$ cat src/core/spi_host_regs.vh
// Register offsets, field positions and timing counts of the serial flash host controller
`ifndef SPI_HOST_REGS_VH
`define SPI_HOST_REGS_VH
// Register offsets (byte addresses)
`define REG_CTRL        8'h00
`define REG_CMD         8'h04
`define REG_ADDR        8'h08
`define REG_LEN         8'h0C
`define REG_WDATA       8'h10
`define REG_RDATA       8'h14
`define REG_STAT        8'h18
// Control fields
`define CTRL_START      0
`define CTRL_HAS_ADDR   1
`define CTRL_ADDR32     2
`define CTRL_HAS_MODE   3
`define CTRL_READ       4
`define CTRL_DDR        5
`define CTRL_QPI        6
`define CTRL_CONT       7
`define CTRL_WID_LO     8
`define CTRL_WID_HI     9
`define CTRL_CPOL       10
`define CTRL_DUMMY_LO   12
`define CTRL_DUMMY_HI   16
// Status fields
`define STAT_BUSY       0
`define STAT_RVALID     1
`define STAT_WREADY     2
// Reset values
`define CTRL_RESET      32'h0000_0000
// Half period of the link clock in core cycles
`define HALF_PERIOD     4
`endif

$ cat src/core/spi_host.v
// Host controller that drives a multi-lane serial flash over select, clock and four lanes
`timescale 1ns/1ps
`include "spi_host_regs.vh"
module spi_host #(
  parameter HALF = `HALF_PERIOD
) (
  // Clock and reset
  input  wire        core_clk,
  input  wire        rstn,
  // Register port
  input  wire [7:0]  addr,
  input  wire [31:0] wdata,
  input  wire        wr,
  input  wire        rd,
  output reg  [31:0] rdata,
  // Flash pins
  output reg         select_n,
  output reg         sclk,
  output reg  [3:0]  lane_out,
  output reg  [3:0]  lane_oe,
  input  wire [3:0]  lane_in
);
  localparam S_IDLE = 3'd0;
  localparam S_INST = 3'd1;
  localparam S_ADDR = 3'd2;
  localparam S_MODE = 3'd3;
  localparam S_DUMY = 3'd4;
  localparam S_WDAT = 3'd5;
  localparam S_RDAT = 3'd6;
  localparam S_DONE = 3'd7;

  reg [31:0] ctrl_q;
  reg [7:0]  cmd_q;
  reg [31:0] addr_q;
  reg [15:0] len_q;
  reg [7:0]  wbuf_q;
  reg        wfull_q;
  reg [7:0]  rbuf_q;
  reg        rvalid_q;
  reg [2:0]  state_q;
  reg [31:0] sh_q;
  reg [5:0]  bits_q;
  reg [2:0]  rbits_q;
  reg [4:0]  dummy_q;
  reg [7:0]  div_q;
  reg [3:0]  in1_q;
  reg [3:0]  in2_q;
  reg        armed_q;

  wire [1:0] wid  = ctrl_q[`CTRL_WID_HI:`CTRL_WID_LO];
  wire       ddr  = ctrl_q[`CTRL_DDR];
  wire       quad_peripheral_mode  = ctrl_q[`CTRL_QPI];
  // Lanes per transfer: 1, 2 or 4
  wire [2:0] step = (wid == 2'd2) ? 3'd4 : (wid == 2'd1) ? 3'd2 : 3'd1;
  wire [2:0] istep = quad_peripheral_mode ? 3'd4 : 3'd1;
  wire       tick = (div_q == HALF[7:0] - 8'd1);
  // Falling edge of the link clock in mode 0 sense: clock high now
  wire       fall = tick && sclk;
  wire       rise = tick && !sclk;
  wire       busy = (state_q != S_IDLE);
  // Write phase with no byte loaded: clock is held until software supplies one
  wire       stall = (state_q == S_WDAT) && (bits_q == 6'd0);

  ////////////////////////////////////////////////////////////////////////
  // Input synchroniser
  always @(posedge core_clk) begin
    if (!rstn) begin
      in1_q <= 4'h0;
      in2_q <= 4'h0;
    end else begin
      in1_q <= lane_in;
      in2_q <= in1_q;
    end
  end

  ////////////////////////////////////////////////////////////////////////
  // Register port
  always @(posedge core_clk) begin
    if (!rstn) begin
      rdata <= 32'h0000_0000;
    end else begin
      rdata <= 32'h0000_0000;
      if (rd) begin
        case (addr)
          `REG_CTRL:  rdata <= ctrl_q;
          `REG_CMD:   rdata <= {24'h00_0000, cmd_q};
          `REG_ADDR:  rdata <= addr_q;
          `REG_LEN:   rdata <= {16'h0000, len_q};
          `REG_RDATA: rdata <= {24'h00_0000, rbuf_q};
          `REG_STAT:  rdata <= {29'h0, !wfull_q, rvalid_q, busy};
          default:    rdata <= 32'h0000_0000;
        endcase
      end
    end
  end

  ////////////////////////////////////////////////////////////////////////
  // Command engine
  always @(posedge core_clk) begin
    if (!rstn) begin
      ctrl_q   <= `CTRL_RESET;
      cmd_q    <= 8'h00;
      addr_q   <= 32'h0000_0000;
      len_q    <= 16'h0000;
      wbuf_q   <= 8'h00;
      wfull_q  <= 1'b0;
      rbuf_q   <= 8'h00;
      rvalid_q <= 1'b0;
      state_q  <= S_IDLE;
      sh_q     <= 32'h0000_0000;
      bits_q   <= 6'd0;
      rbits_q  <= 3'd0;
      dummy_q  <= 5'd0;
      div_q    <= 8'h00;
      armed_q  <= 1'b0;
      select_n <= 1'b1;
      sclk     <= 1'b0;
      lane_out <= 4'h0;
      lane_oe  <= 4'h0;
    end else begin
      if (wr && !busy) begin
        case (addr)
          `REG_CTRL: ctrl_q <= wdata & 32'hFFFF_FFFE;
          `REG_CMD:  cmd_q  <= wdata[7:0];
          `REG_ADDR: addr_q <= wdata;
          `REG_LEN:  len_q  <= wdata[15:0];
          default:   ctrl_q <= ctrl_q;
        endcase
      end
      if (wr && addr == `REG_WDATA && !wfull_q) begin
        wbuf_q  <= wdata[7:0];
        wfull_q <= 1'b1;
      end
      // Reading the data register frees the slot
      if (rd && addr == `REG_RDATA)
        rvalid_q <= 1'b0;
      div_q <= (tick || state_q == S_IDLE) ? 8'h00 : div_q + 8'h01;
      case (state_q)
        S_IDLE: begin
          sclk    <= ctrl_q[`CTRL_CPOL];
          lane_oe <= 4'h0;
          if (wr && addr == `REG_CTRL && wdata[`CTRL_START]) begin
            ctrl_q   <= wdata & 32'hFFFF_FFFE;
            select_n <= 1'b0;
            // parked level kept across the select edge only when this write leaves CPOL unchanged
            sclk     <= wdata[`CTRL_CPOL];
            armed_q  <= 1'b0;
            dummy_q  <= wdata[`CTRL_DUMMY_HI:`CTRL_DUMMY_LO];
            if (wdata[`CTRL_CONT]) begin
              state_q <= S_ADDR;
              sh_q    <= addr_q;
              bits_q  <= wdata[`CTRL_ADDR32] ? 6'd32 : 6'd24;
            end else begin
              state_q <= S_INST;
              sh_q    <= {cmd_q, 24'h00_0000};
              bits_q  <= 6'd8;
            end
          end
        end
        S_DONE: begin
          if (tick) begin
            select_n <= 1'b1;
            lane_oe  <= 4'h0;
            state_q  <= S_IDLE;
          end
        end
        default: begin
          if (tick && !stall)
            sclk <= !sclk;
          // a cycle counts only after a rising edge was sent
          if (rise && !stall)
            armed_q <= 1'b1;
          if (stall && wfull_q) begin
            sh_q    <= {wbuf_q, 24'h00_0000};
            wfull_q <= 1'b0;
            bits_q  <= 6'd8;
            len_q   <= len_q - 16'h0001;
          end
          // lanes follow the shifter, which moves at falling edges and when a stalled write byte is loaded
          if (state_q != S_RDAT && state_q != S_DUMY) begin
            // Settled several core cycles before the next rising edge, but after a stalled write byte load they can change at that edge
            // lane0 least significant
            if (state_q == S_INST && !quad_peripheral_mode) begin
              lane_out <= {3'b000, sh_q[31]};
              lane_oe  <= 4'h1;
            end else if (state_q == S_INST || quad_peripheral_mode || step == 3'd4) begin
              lane_out <= sh_q[31:28];
              lane_oe  <= 4'hF;
            end else if (step == 3'd2) begin
              lane_out <= {2'b00, sh_q[31:30]};
              lane_oe  <= 4'h3;
            end else begin
              lane_out <= {3'b000, sh_q[31]};
              lane_oe  <= 4'h1;
            end
          end else begin
            lane_oe <= 4'h0;
          end
          // Device samples on rising edge; host shifts on the falling edge
          if (fall && armed_q) begin
            case (state_q)
              S_INST, S_ADDR, S_MODE, S_WDAT: begin
                if (state_q == S_INST) begin
                  sh_q   <= sh_q << istep;
                  bits_q <= bits_q - {3'b000, istep};
                end else begin
                  sh_q   <= sh_q << (quad_peripheral_mode ? 3'd4 : step);
                  bits_q <= bits_q - {3'b000, (quad_peripheral_mode ? 3'd4 : step)};
                end
                if (bits_q <= {3'b000, (state_q == S_INST ? istep : (quad_peripheral_mode ? 3'd4 : step))})
                begin
                  if (state_q == S_INST && ctrl_q[`CTRL_HAS_ADDR]) begin
                    state_q <= S_ADDR;
                    sh_q    <= ctrl_q[`CTRL_ADDR32] ? addr_q : {addr_q[23:0], 8'h00};
                    bits_q  <= ctrl_q[`CTRL_ADDR32] ? 6'd32 : 6'd24;
                  end else if (state_q == S_ADDR && ctrl_q[`CTRL_HAS_MODE]) begin
                    state_q <= S_MODE;
                    sh_q    <= {ctrl_q[`CTRL_CONT] ? 8'hA0 : 8'h00, 24'h00_0000};
                    bits_q  <= 6'd8;
                  end else if (ctrl_q[`CTRL_READ]) begin
                    state_q <= (dummy_q == 5'd0) ? S_RDAT : S_DUMY;
                    rbits_q <= 3'd0;
                  end else if (len_q != 16'h0000 && wfull_q) begin
                    state_q <= S_WDAT;
                    sh_q    <= {wbuf_q, 24'h00_0000};
                    wfull_q <= 1'b0;
                    bits_q  <= 6'd8;
                    len_q   <= len_q - 16'h0001;
                  end else if (len_q != 16'h0000) begin
                    // Wait for software to supply a byte with clock held
                    state_q <= S_WDAT;
                    bits_q  <= 6'd0;
                  end else begin
                    state_q <= S_DONE;
                  end
                end
              end
              S_DUMY: begin
                lane_oe <= 4'h0;
                dummy_q <= dummy_q - 5'd1;
                if (dummy_q == 5'd1)
                  state_q <= S_RDAT;
              end
              S_RDAT: begin
                lane_oe <= 4'h0;
                if (!rvalid_q) begin
                  if (quad_peripheral_mode || step == 3'd4)
                    rbuf_q <= {rbuf_q[3:0], in2_q};
                  else if (step == 3'd2)
                    rbuf_q <= {rbuf_q[5:0], in2_q[1:0]};
                  else
                    rbuf_q <= {rbuf_q[6:0], in2_q[1]};
                  rbits_q <= rbits_q + ((quad_peripheral_mode || step == 3'd4) ? 3'd4 : step);
                  if (rbits_q + ((quad_peripheral_mode || step == 3'd4) ? 3'd4 : step) == 3'd0) begin
                    rvalid_q <= 1'b1;
                    len_q    <= len_q - 16'h0001;
                    if (len_q == 16'h0001)
                      state_q <= S_DONE;
                  end
                end
              end
              default: state_q <= S_DONE;
            endcase
          end
        end
      endcase
    end
  end

endmodule // spi_host

$ cat config.mk
export PLATFORM = sky130hd
export DESIGN_NAME = spi_host
export DESIGN_NICKNAME = d
export VERILOG_FILES = /design/src/core/spi_host.v
export VERILOG_INCLUDE_DIRS = /design/src /design/src/core
export SDC_FILE = /design/constraint.sdc
export NUM_CORES = 1
export LEC_CHECK = 0
export BUFFER_PORTS_ARGS = -buffer_cell sky130_fd_sc_hd__buf_2
export CORE_MARGIN = 2
export CORE_UTILIZATION = 33
export DETAILED_ROUTE_END_ITERATION = 16
export HOLD_SLACK_MARGIN = 0.12
export PLACE_DENSITY = 0.55
export SKIP_CTS_REPAIR_TIMING = 1
export SYNTH_ARGS = -nofsm -noshare
export SYNTH_HDL_FRONTEND = slang
export SYNTH_SLANG_ARGS = --single-unit
$ cat constraint.sdc
create_clock -name core_clk -period 6.9 [get_ports core_clk]
set_clock_uncertainty 0.05 [all_clocks]
set_input_delay 0 -clock core_clk [delete_from_list [all_inputs] [get_ports core_clk]]
set_output_delay 0 -clock core_clk [all_outputs]
set_load 0.1 [all_outputs]
==> flow_summary.toml, run 1 <==
[cts]
h-tree-depth = 1
clkTransAtPathRegs_ns = 0.06
clockBufferDepth = 3
clk_latency_ns = 0.55
cts_made_buffers = 24
cts-root-buf = "clkbuf_16"
cts_tree = "built"
cts.sinks = 213

[logic_synthesis]
synth_ff_type = "dfxtp_1"
synth_top_cell_area_share = 0.344
synth_commonest_cells = "dfxtp_1, nand2_1, a21oi_1"
syn_nets = 1645
yosysTopAreaCell = "dfxtp_1"
yosysWarnings = 0
synthTopCellsByArea = "dfxtp_1, a21oi_1, nand2_1, mux2i_1, nor2_1"
syn-cell-area_mm2 = 0.0124
synthMostInstantiatedCell = "dfxtp_1"
ys_seq_area_frac = 0.344
synth_enable_flop_cells = 0
async_flop_share = 0
synth_cells = 1583
synth_cell_type_count = 92
ys_ff_latch = 213
syn_area_per_cell_um2 = 7.84

[floorplanning]
dieWidth_um = 198
ios = 90
initial_core_util = 0.333
fp-row-count = 71
die_h_um = 198
coreArea_mm2 = 0.0373
dieArea_mm2 = 0.0392

[sta]
fmax_mhz = 197
maxSlewHeadroom = 0.157
rsz0062_at_grt = "no"
hold_viol_final = 0
setup_tns_ns = 0
worst_pin_slew_ns = 1.25
setup_violations = 0
period_needed_ns = 5.07
finalCritPeriodShare = 0.735
slew_violations = 0

[grt]
grt_remaining_overflow = 0
antenna_found_initial = 1
grt_pass1_wl_um = 73700
grt_max_degree = 72
grt_pass1_vias = 11900
gr-usage-all-layers = 0.243

[cells_and_area]
fin_nets = 1711
syn_to_final_growth_pct = 17.0
antennaDiodeCount = 0
finalInstanceArea_mm2 = 0.0145
drive_gt1_frac = 0.142

[route]
routed_via_density = 6.09
drt-pass1-iter-count = 5
drt_iter0_drc = 1531
drc_errors = 0
final_antenna_net_count = 0
drt-wirelength-per-cell_um = 22.9
routed_wl_um = 49100
vias = 13000

[worst_setup_path]
setup.worst_path.start_class = "flop"
cp.required_ns = 7.27
critical_path.endpoint_type = "flop"
ff2ff_path_depth = 13
crit_arrival_ns = 5.45
crit_path_max_fanout = 32
crit_type = "flop to flop"

[place]
io_buffer_count = 89
finalWeightedCongestion = 0.956
place_area_mm2 = 0.0132
dpl.hpwl_um = 33600

[power]
leakagePower_nw = 5.23
power_density_mw_per_mm2 = 270
ir_drop_uv = 253

[outcome]
status = "finished, final reports clean"

[job]
maxCapViolCount = 0

[worst_hold_path]
min_path_type = "input pin to flop"
holdPathStages = 5
[cells in the final DEF, fill, tap and decap left out, types with 23 or more instances in the layout]
master | synthesis | layout
mux2_2 | 34 | 34
a211oi_1 | 28 | 28
buf_2 | 12 | 89
nor3_1 | 66 | 64
buf_4 | 3 | 31
dlygate4sd3_1 | 0 | 48
clkbuf_16 | 0 | 25
inv_1 | 24 | 23
or4_1 | 23 | 23
a22oi_1 | 43 | 43
nand2_1 | 210 | 210
a21oi_1 | 170 | 170
dfxtp_1 | 213 | 213
mux2i_1 | 57 | 57
nand3_1 | 49 | 48
o21ai_0 | 48 | 48
nor2_1 | 144 | 143
[registers in the layout (all words and copies together), names as in the netlist, 3 cells and up]
| name | flops |
|---|---|
| len_q | 16 |
| cmd_q | 8 |
| sh_q | 32 |
| div_q | 8 |
| addr_q | 32 |
| rbits_q | 3 |
| bits_q | 6 |
| ctrl_q | 32 |
| in1_q | 4 |
| rbuf_q | 8 |
| lane_out | 4 |
| dummy_q | 5 |
| in2_q | 4 |
| wbuf_q | 8 |
| lane_oe | 3 |
| state_q | 3 |
| rdata | 32 |
[per-layer routing]
layer  track usage  part of all wire
met5             0           0.00033
met4        0.0791             0.029
met3        0.0329             0.080
met2         0.391              0.46
met1         0.336              0.43
[final cells by class]
cell class,instances,area [um^2]
inverter,24,92.6
clock buffer,37,751
tap,474,593
timing repair buffer,168,1160
fill,3918,22800
multi-input combinational,1218,7610
sequential,213,4260
clock inverter,6,55.1
[per-stage QoR]
| stage | power (W) | util | worst slack (ns) | std cells | hold WS, ns |
|---|---|---|---|---|---|
| floorplan | 0.00218 | - | 3.13 | 1583 | 0.0773 |
| global placement | 0.00257 | 0.355 | 2.08 | 2049 | 0.162 |
| detailed placement | 0.00257 | 0.355 | 1.99 | 2049 | 0.161 |
| CTS | 0.00389 | 0.376 | 1.98 | 2092 | -0.408 |
| global route | 0.00408 | 0.389 | 1.50 | 2140 | 0.144 |
| finish | 0.00392 | 0.389 | 1.83 | 2140 | 0.118 |
[cell families (layout without fill, tap and decap cells)]
group | count (synthesis) | count (layout) | synth area share
compound gates | 478 | 478 | 0.263
xor+xnor | 11 | 11 | 0.00887
fa+ha+maj | 14 | 14 | 0.0153
buf+inv | 152 | 235 | 0.0481
flops | 213 | 213 | 0.344
mux | 93 | 93 | 0.0796
simple gates | 622 | 622 | 0.241
[worst max-delay path, cell delays in order, from the launching register on]
cell	delay, ns
dfxtp_1	0.40
ha_1	0.62
nor2_1	0.09
buf_4	0.23
nor2_2	0.12
buf_4	0.34
inv_1	0.45
ha_1	0.47
nor2b_1	0.16
o21ai_1	0.55
a41oi_2	0.24
o41ai_4	0.69
mux2_1	0.38
o21a_1	0.16
[power breakdown]
part	total [W]	internal, W	switching, W
Clock	0.00132	0.000782	0.000541
Combinational	0.00116	0.000359	0.000804
Sequential	0.00144	0.00130	0.000136
Total	0.00392	0.00244	0.00148
[worst paths after layout]
check | startpoint | to | slack [ns]
max | ctrl_q[9] | len_q[9] | 1.83
min | wr | addr_q[0] | 0.12
max reg2reg | ctrl_q[9] | len_q[9] | 1.83
min reg2reg | in1_q[3] | in2_q[3] | 0.38
Note: power is estimated with default switching activity, not from simulation.
==> inputs of run 2 (changes only) <==
ABC_AREA = 1   (was not set)
PLACE_DENSITY = 0.57   (was 0.55)
clock period = 4.65 ns   (was 6.9 ns; I/O delays follow)
==> run 2 against run 1 <==
Compared with the run above:
- worst hold slack got worse by 0.038 ns
- critical path depth rose by 6
- power rose by 54%
- die area fell by 5.6%
- cell count rose by 9.3%
- area after synthesis fell by 5.7%
==> flow_summary.toml, run 2 <==
[outcome]
status = "finished, final reports clean"

[sta]
setup_tns_ns = 0
hold_viol_final = 0
slew_violations = 0
fmax_mhz = 266
maxSlewHeadroom = 0.234
period_needed_ns = 3.76
finalCritPeriodShare = 0.809
worst_pin_slew_ns = 1.15
rsz0062_at_grt = "no"
setup_violations = 0

[cts]
cts_made_buffers = 25
h-tree-depth = 1
clockBufferDepth = 3
cts.sinks = 213
cts-root-buf = "clkbuf_16"
cts_tree = "built"
clkTransAtPathRegs_ns = 0.06
clk_latency_ns = 0.55

[worst_setup_path]
critPathBufInv = 5
slowest_delay_ns = 0.41
ff2ff_path_depth = 19
crit_path_max_fanout = 22
setup.worst_path.start_class = "flop"
cp_top_family = "adder cells"
crit_arrival_ns = 4.15
crit_top_cell = "nand2_1"
timing.rr.end = "sh_q[21]"
cp_cell_sequence = "inv_1, ha_1, nand2_1, nand2_1, ha_1, fa_1, inv_1, nand2_1, nand2_1, nand2_1, nand3_1, buf_4, inv_1, nand2_1, inv_1, a221oi_1, nand2_1, nand2_1, a21oi_1"
cp.required_ns = 5.04
slowest_stage = "fa_1"
reg2reg_from = "ctrl_q[8]"
crit_type = "flop to flop"
critical_path.endpoint_type = "flop"
rrSetupSlack_ns = 0.89

[floorplanning]
fp-row-count = 68
ios = 90
coreArea_mm2 = 0.0347
dieWidth_um = 192
dieArea_mm2 = 0.0370
die_h_um = 192
initial_core_util = 0.337

[route]
routed_via_density = 5.46
drc_errors = 0
vias = 12800
final_antenna_net_count = 0
routed_wl_um = 44400
drt-wirelength-per-cell_um = 19.0
drt-pass1-iter-count = 8
drt_iter0_drc = 1290

[logic_synthesis]
async_flop_share = 0
synth_top_cell_area_share = 0.365
synthTopCellsByArea = "dfxtp_1, nand2_1, a21oi_1, o21ai_0, nor2_1"
synth_cells = 1773
synth_commonest_cells = "nand2_1, dfxtp_1, a21oi_1"
ys_ff_latch = 213
yosysWarnings = 0
syn_area_per_cell_um2 = 6.60
synth_ff_type = "dfxtp_1"
synth_cell_type_count = 51
syn-cell-area_mm2 = 0.0117
ys_seq_area_frac = 0.365
synthMostInstantiatedCell = "nand2_1"
syn_nets = 1835
yosysTopAreaCell = "dfxtp_1"
synth_enable_flop_cells = 0

[worst_hold_path]
hold_end = "addr_q[7]"
min-delay-start = "addr[0]"
min_path_type = "input pin to flop"
holdPathStages = 6

[cells_and_area]
final_common_cell = "nand2_1"
drive_gt1_frac = 0.108
fin_nets = 1927
syn_to_final_growth_pct = 18.7
utilization = 0.400
final_cell_mix = "nand2_1, dfxtp_1, a21oi_1"

[place]
io_buffer_count = 89
finalWeightedCongestion = 0.959
dpl.hpwl_um = 30700

[grt]
antenna_found_initial = 1
grt_pass1_wl_um = 68200
gr-usage-all-layers = 0.237
grt_pass1_vias = 11700
grt_max_degree = 100
grt_remaining_overflow = 0

[power]
power_density_mw_per_mm2 = 436
ir_drop_uv = 373
leakagePower_nw = 5.75

[job]
maxCapViolCount = 0
-- run 2: logic make-up after synthesis --
kind of cell	synth area share
flops	0.365
compound gates	0.245
buf+inv	0.0870
simple gates	0.271
fa+ha+maj	0.0163
mux	0.0103
xor+xnor	0.00599
-- run 2: per-stage QoR --
stage                     area, um^2  std cells  total power, W  hold WS (ns)  setup WS, ns
final                          13900       2339         0.00605        0.0797         0.888
after global routing           13900       2338         0.00636         0.148         0.576
after CTS                      13400       2288         0.00599        -0.428         0.965
after detailed placement       12500       2243         0.00379         0.134         0.967
after global placement         12500       2243         0.00378         0.135          1.11
after floorplan                11700       1773         0.00328        0.0476          1.35
-- run 2: worst max path at each step --
stage                           to        from  cells after the start
after CTS                 sh_q[19]   ctrl_q[8]                     19
after detailed placement  sh_q[19]   ctrl_q[8]                     19
after global placement    sh_q[22]   ctrl_q[8]                     19
after global routing       sh_q[4]  state_q[0]                     19
final                     sh_q[21]   ctrl_q[8]                     19
after floorplan           sh_q[21]   ctrl_q[8]                     21
-- run 2: metal layers --
layer,vias to the layer above,track usage,part of all wire
met3,101,0.0526,0.098
met1,5923,0.330,0.44
li1,6136,-,-
met5,-,0,0
met4,0,0.0890,0.038
met2,606,0.356,0.42
-- run 2: worst register-to-register path: stages (launching register included) --
cell and delay (ns):
dfxtp_1 0.35, inv_1 0.10, ha_1 0.35, nand2_1 0.12, nand2_1 0.09, ha_1 0.22
fa_1 0.41, inv_1 0.09, nand2_1 0.06, nand2_1 0.09, nand2_1 0.06, nand3_1 0.06
buf_4 0.18, inv_1 0.15, nand2_1 0.24, inv_1 0.41, a221oi_1 0.40, nand2_1 0.10
nand2_1 0.08, a21oi_1 0.05
-- run 2: cell type report --
| type | count | area (um^2) |
|---|---|---|
| clock inverter | 12 | 231 |
| timing repair buffer | 160 | 1110 |
| inverter | 161 | 607 |
| multi-input combinational | 1304 | 6420 |
| sequential | 213 | 4260 |
| clock buffer | 33 | 676 |
| fill | 3700 | 20800 |
| antenna | 1 | 2.50 |
| tap | 455 | 569 |
-- run 2: power breakdown --
| group | internal, W | leakage [nW] | total (W) | switching, W |
|---|---|---|---|---|
| sequential | 0.00195 | 1.72 | 0.00209 | 0.000134 |
| clock | 0.00136 | 0.441 | 0.00221 | 0.000849 |
| combinational | 0.000514 | 3.59 | 0.00175 | 0.00124 |
==> inputs of run 3 (changes only) <==
PLACE_DENSITY = 0.55   (was 0.57)
clock period = 3.5 ns   (was 4.65 ns; I/O delays follow)
==> run 3 against run 2 <==
Compared with the run above:
- critical path depth decreased by 2
- setup slack got worse by 0.68 ns
- fmax increased by 14%
- die area unchanged
- non-clock buffer count increased by 16
- first-iteration DRC count decreased by 7.2%
- via count increased by 0.92%
- clock power increased by 23%
- largest cell class unchanged
- largest power group is now sequential cells
==> flow_summary.toml, run 3 (synthesized netlist as in run 2, its figures left out) <==
[outcome]
status = "finished, final reports clean"

[grt]
antenna_found_initial = 1
grt_pass1_vias = 11600
grt_max_degree = 94
grt_remaining_overflow = 0
grt_pass1_wl_um = 67800
gr-usage-all-layers = 0.236

[cells_and_area]
fillers = 3694
syn_to_final_growth_pct = 19.5
final_common_cell = "nand2_1"
layoutNonFillerInstCount = 2356
utilization = 0.403
drive_gt1_frac = 0.118
final_cell_mix = "nand2_1, dfxtp_1, a21oi_1"
fin_nets = 1944

[job]
maxCapViolCount = 0

[sta]
fmax_mhz = 303
worst_pin_slew_ns = 1.14
finalCritPeriodShare = 0.942
hold_viol_final = 0
rsz0062_at_grt = "no"
slew_violations = 0
maxSlewHeadroom = 0.238
setup_violations = 0
period_needed_ns = 3.30
setup_tns_ns = 0
fin_ws_ns = 0.203

[worst_setup_path]
cp.required_ns = 3.84
setup.worst_path.start_class = "flop"
crit_path_max_fanout = 12
critPathBufInv = 3
rrSetupSlack_ns = 0.20
reg2reg_from = "ctrl_q[8]"
slowest_stage = "nor2_1"
ff2ff_path_depth = 17
critical_path.endpoint_type = "flop"
timing.rr.end = "len_q[8]"
slowest_delay_ns = 0.45
crit_type = "flop to flop"
crit_top_cell = "nand2_1"
cp_top_family = "simple AND/OR/NAND/NOR gates"
crit_arrival_ns = 3.64
cp_cell_sequence = "inv_1, ha_1, nor2_2, inv_1, nand2_1, ha_1, nand2_1, nand2_1, nand2_1, nand3_1, nor2_1, nand2_1, o21ai_2, a21oi_4, buf_4, nand2_1, a21oi_1"

[place]
dpl.hpwl_um = 30800
place_ws_ns = 0.102
finalWeightedCongestion = 0.940
io_buffer_count = 89
placed_cells = 2253

[route]
drt-pass1-iter-count = 6
m1WireLength_um = 20300
highest_layer = "met4"
routed_wl_um = 45000
vias = 12900
drt_iter0_drc = 1197
routed_via_density = 5.47
drt-wirelength-per-cell_um = 19.1
wl_met3_um = 3850
final_antenna_net_count = 0
drc_errors = 0
dr_wl_met2_um = 18600

[floorplanning]
initial_core_util = 0.337
dieArea_mm2 = 0.0370
fp-row-count = 68
die_h_um = 192
coreArea_mm2 = 0.0347
dieWidth_um = 192
ios = 90

[power]
leakagePower_nw = 5.80
ir_drop_uv = 355
p_switching_w = 0.00292
p_int_w = 0.00490
p_clk_frac = 0.348
p_sw_frac = 0.373
p_comb_frac = 0.299
pwr-share-seq = 0.354
power_density_mw_per_mm2 = 559

[worst_hold_path]
min-delay-start = "addr[0]"
min_path_type = "input pin to flop"
holdPathStages = 6
hold_end = "wbuf_q[2]"

[cts]
clockBufferDepth = 3
cts.sinks = 213
cts-root-buf = "clkbuf_16"
cts_tree = "built"
cts_made_buffers = 24
clkTransAtPathRegs_ns = 0.07
h-tree-depth = 1
clk_latency_ns = 0.54
==> run 3: layout make-up <==
| type | instances | area (um^2) | share of cell area |
|---|---|---|---|
| timing repair buffer | 176 | 1230 | 0.0882 |
| clock buffer | 32 | 691 | 0.0494 |
| clock inverter | 11 | 146 | 0.0105 |
| tap | 455 | 569 | 0.0407 |
| sequential | 213 | 4260 | 0.305 |
| inverter | 161 | 613 | 0.0439 |
| timing repair inverter | 2 | 15.0 | 0.00107 |
| antenna | 2 | 5.00 | 0.000358 |
| multi-input combinational | 1304 | 6440 | 0.461 |
==> run 3: power groups by stage <==
stage	clock, W	combinational, W	sequential, W
6_report	0.00272	0.00233	0.00276
3_5_place_dp	0	0.00224	0.00281
5_1_grt	0.00284	0.00259	0.00278
4_1_cts	0.00274	0.00225	0.00276
3_3_place_gp	0	0.00223	0.00281
2_1_floorplan	0	0.00152	0.00283
==> run 3: routing by layer <==
metal | track usage | vias to the layer above
met3 | 0.0446 | 109
met5 | 0 | -
met2 | 0.348 | 591
li1 | - | 6165
met4 | 0.111 | 0
met1 | 0.331 | 6018
==> run 3: how the worst max path moves through the flow <==
stage / cells after the start / end / slack [ns] / start
2_1_floorplan: 21 / sh_q[21] / 0.20 / ctrl_q[8]
3_3_place_gp: 18 / sh_q[14] / 0.24 / ctrl_q[8]
3_5_place_dp: 18 / sh_q[21] / 0.10 / ctrl_q[8]
4_1_cts: 18 / sh_q[21] / 0.12 / ctrl_q[8]
5_1_grt: 18 / len_q[13] / 0.001 / ctrl_q[8]
6_report: 17 / len_q[8] / 0.20 / ctrl_q[8]
==> run 3: stage by stage <==
step / total power [W] / instance area, um^2 / hold slack (ns)
3_3_place_gp: 0.00504 / 12600 / 0.135
6_report: 0.00781 / 14000 / 0.145
5_1_grt: 0.00820 / 14000 / 0.201
2_1_floorplan: 0.00436 / 11700 / 0.0476
3_5_place_dp: 0.00504 / 12600 / 0.137
4_1_cts: 0.00775 / 13400 / -0.408
==> run 3: worst reg2reg max path: stages, from the launching register on <==
cell and delay, ns:
dfxtp_1 0.32, inv_1 0.12, ha_1 0.17, nor2_2 0.04, inv_1 0.30, nand2_1 0.15, ha_1 0.33, nand2_1 0.08
nand2_1 0.08, nand2_1 0.07, nand3_1 0.14, nor2_1 0.45, nand2_1 0.17, o21ai_2 0.24, a21oi_4 0.09, buf_4 0.22
nand2_1 0.08, a21oi_1 0.06
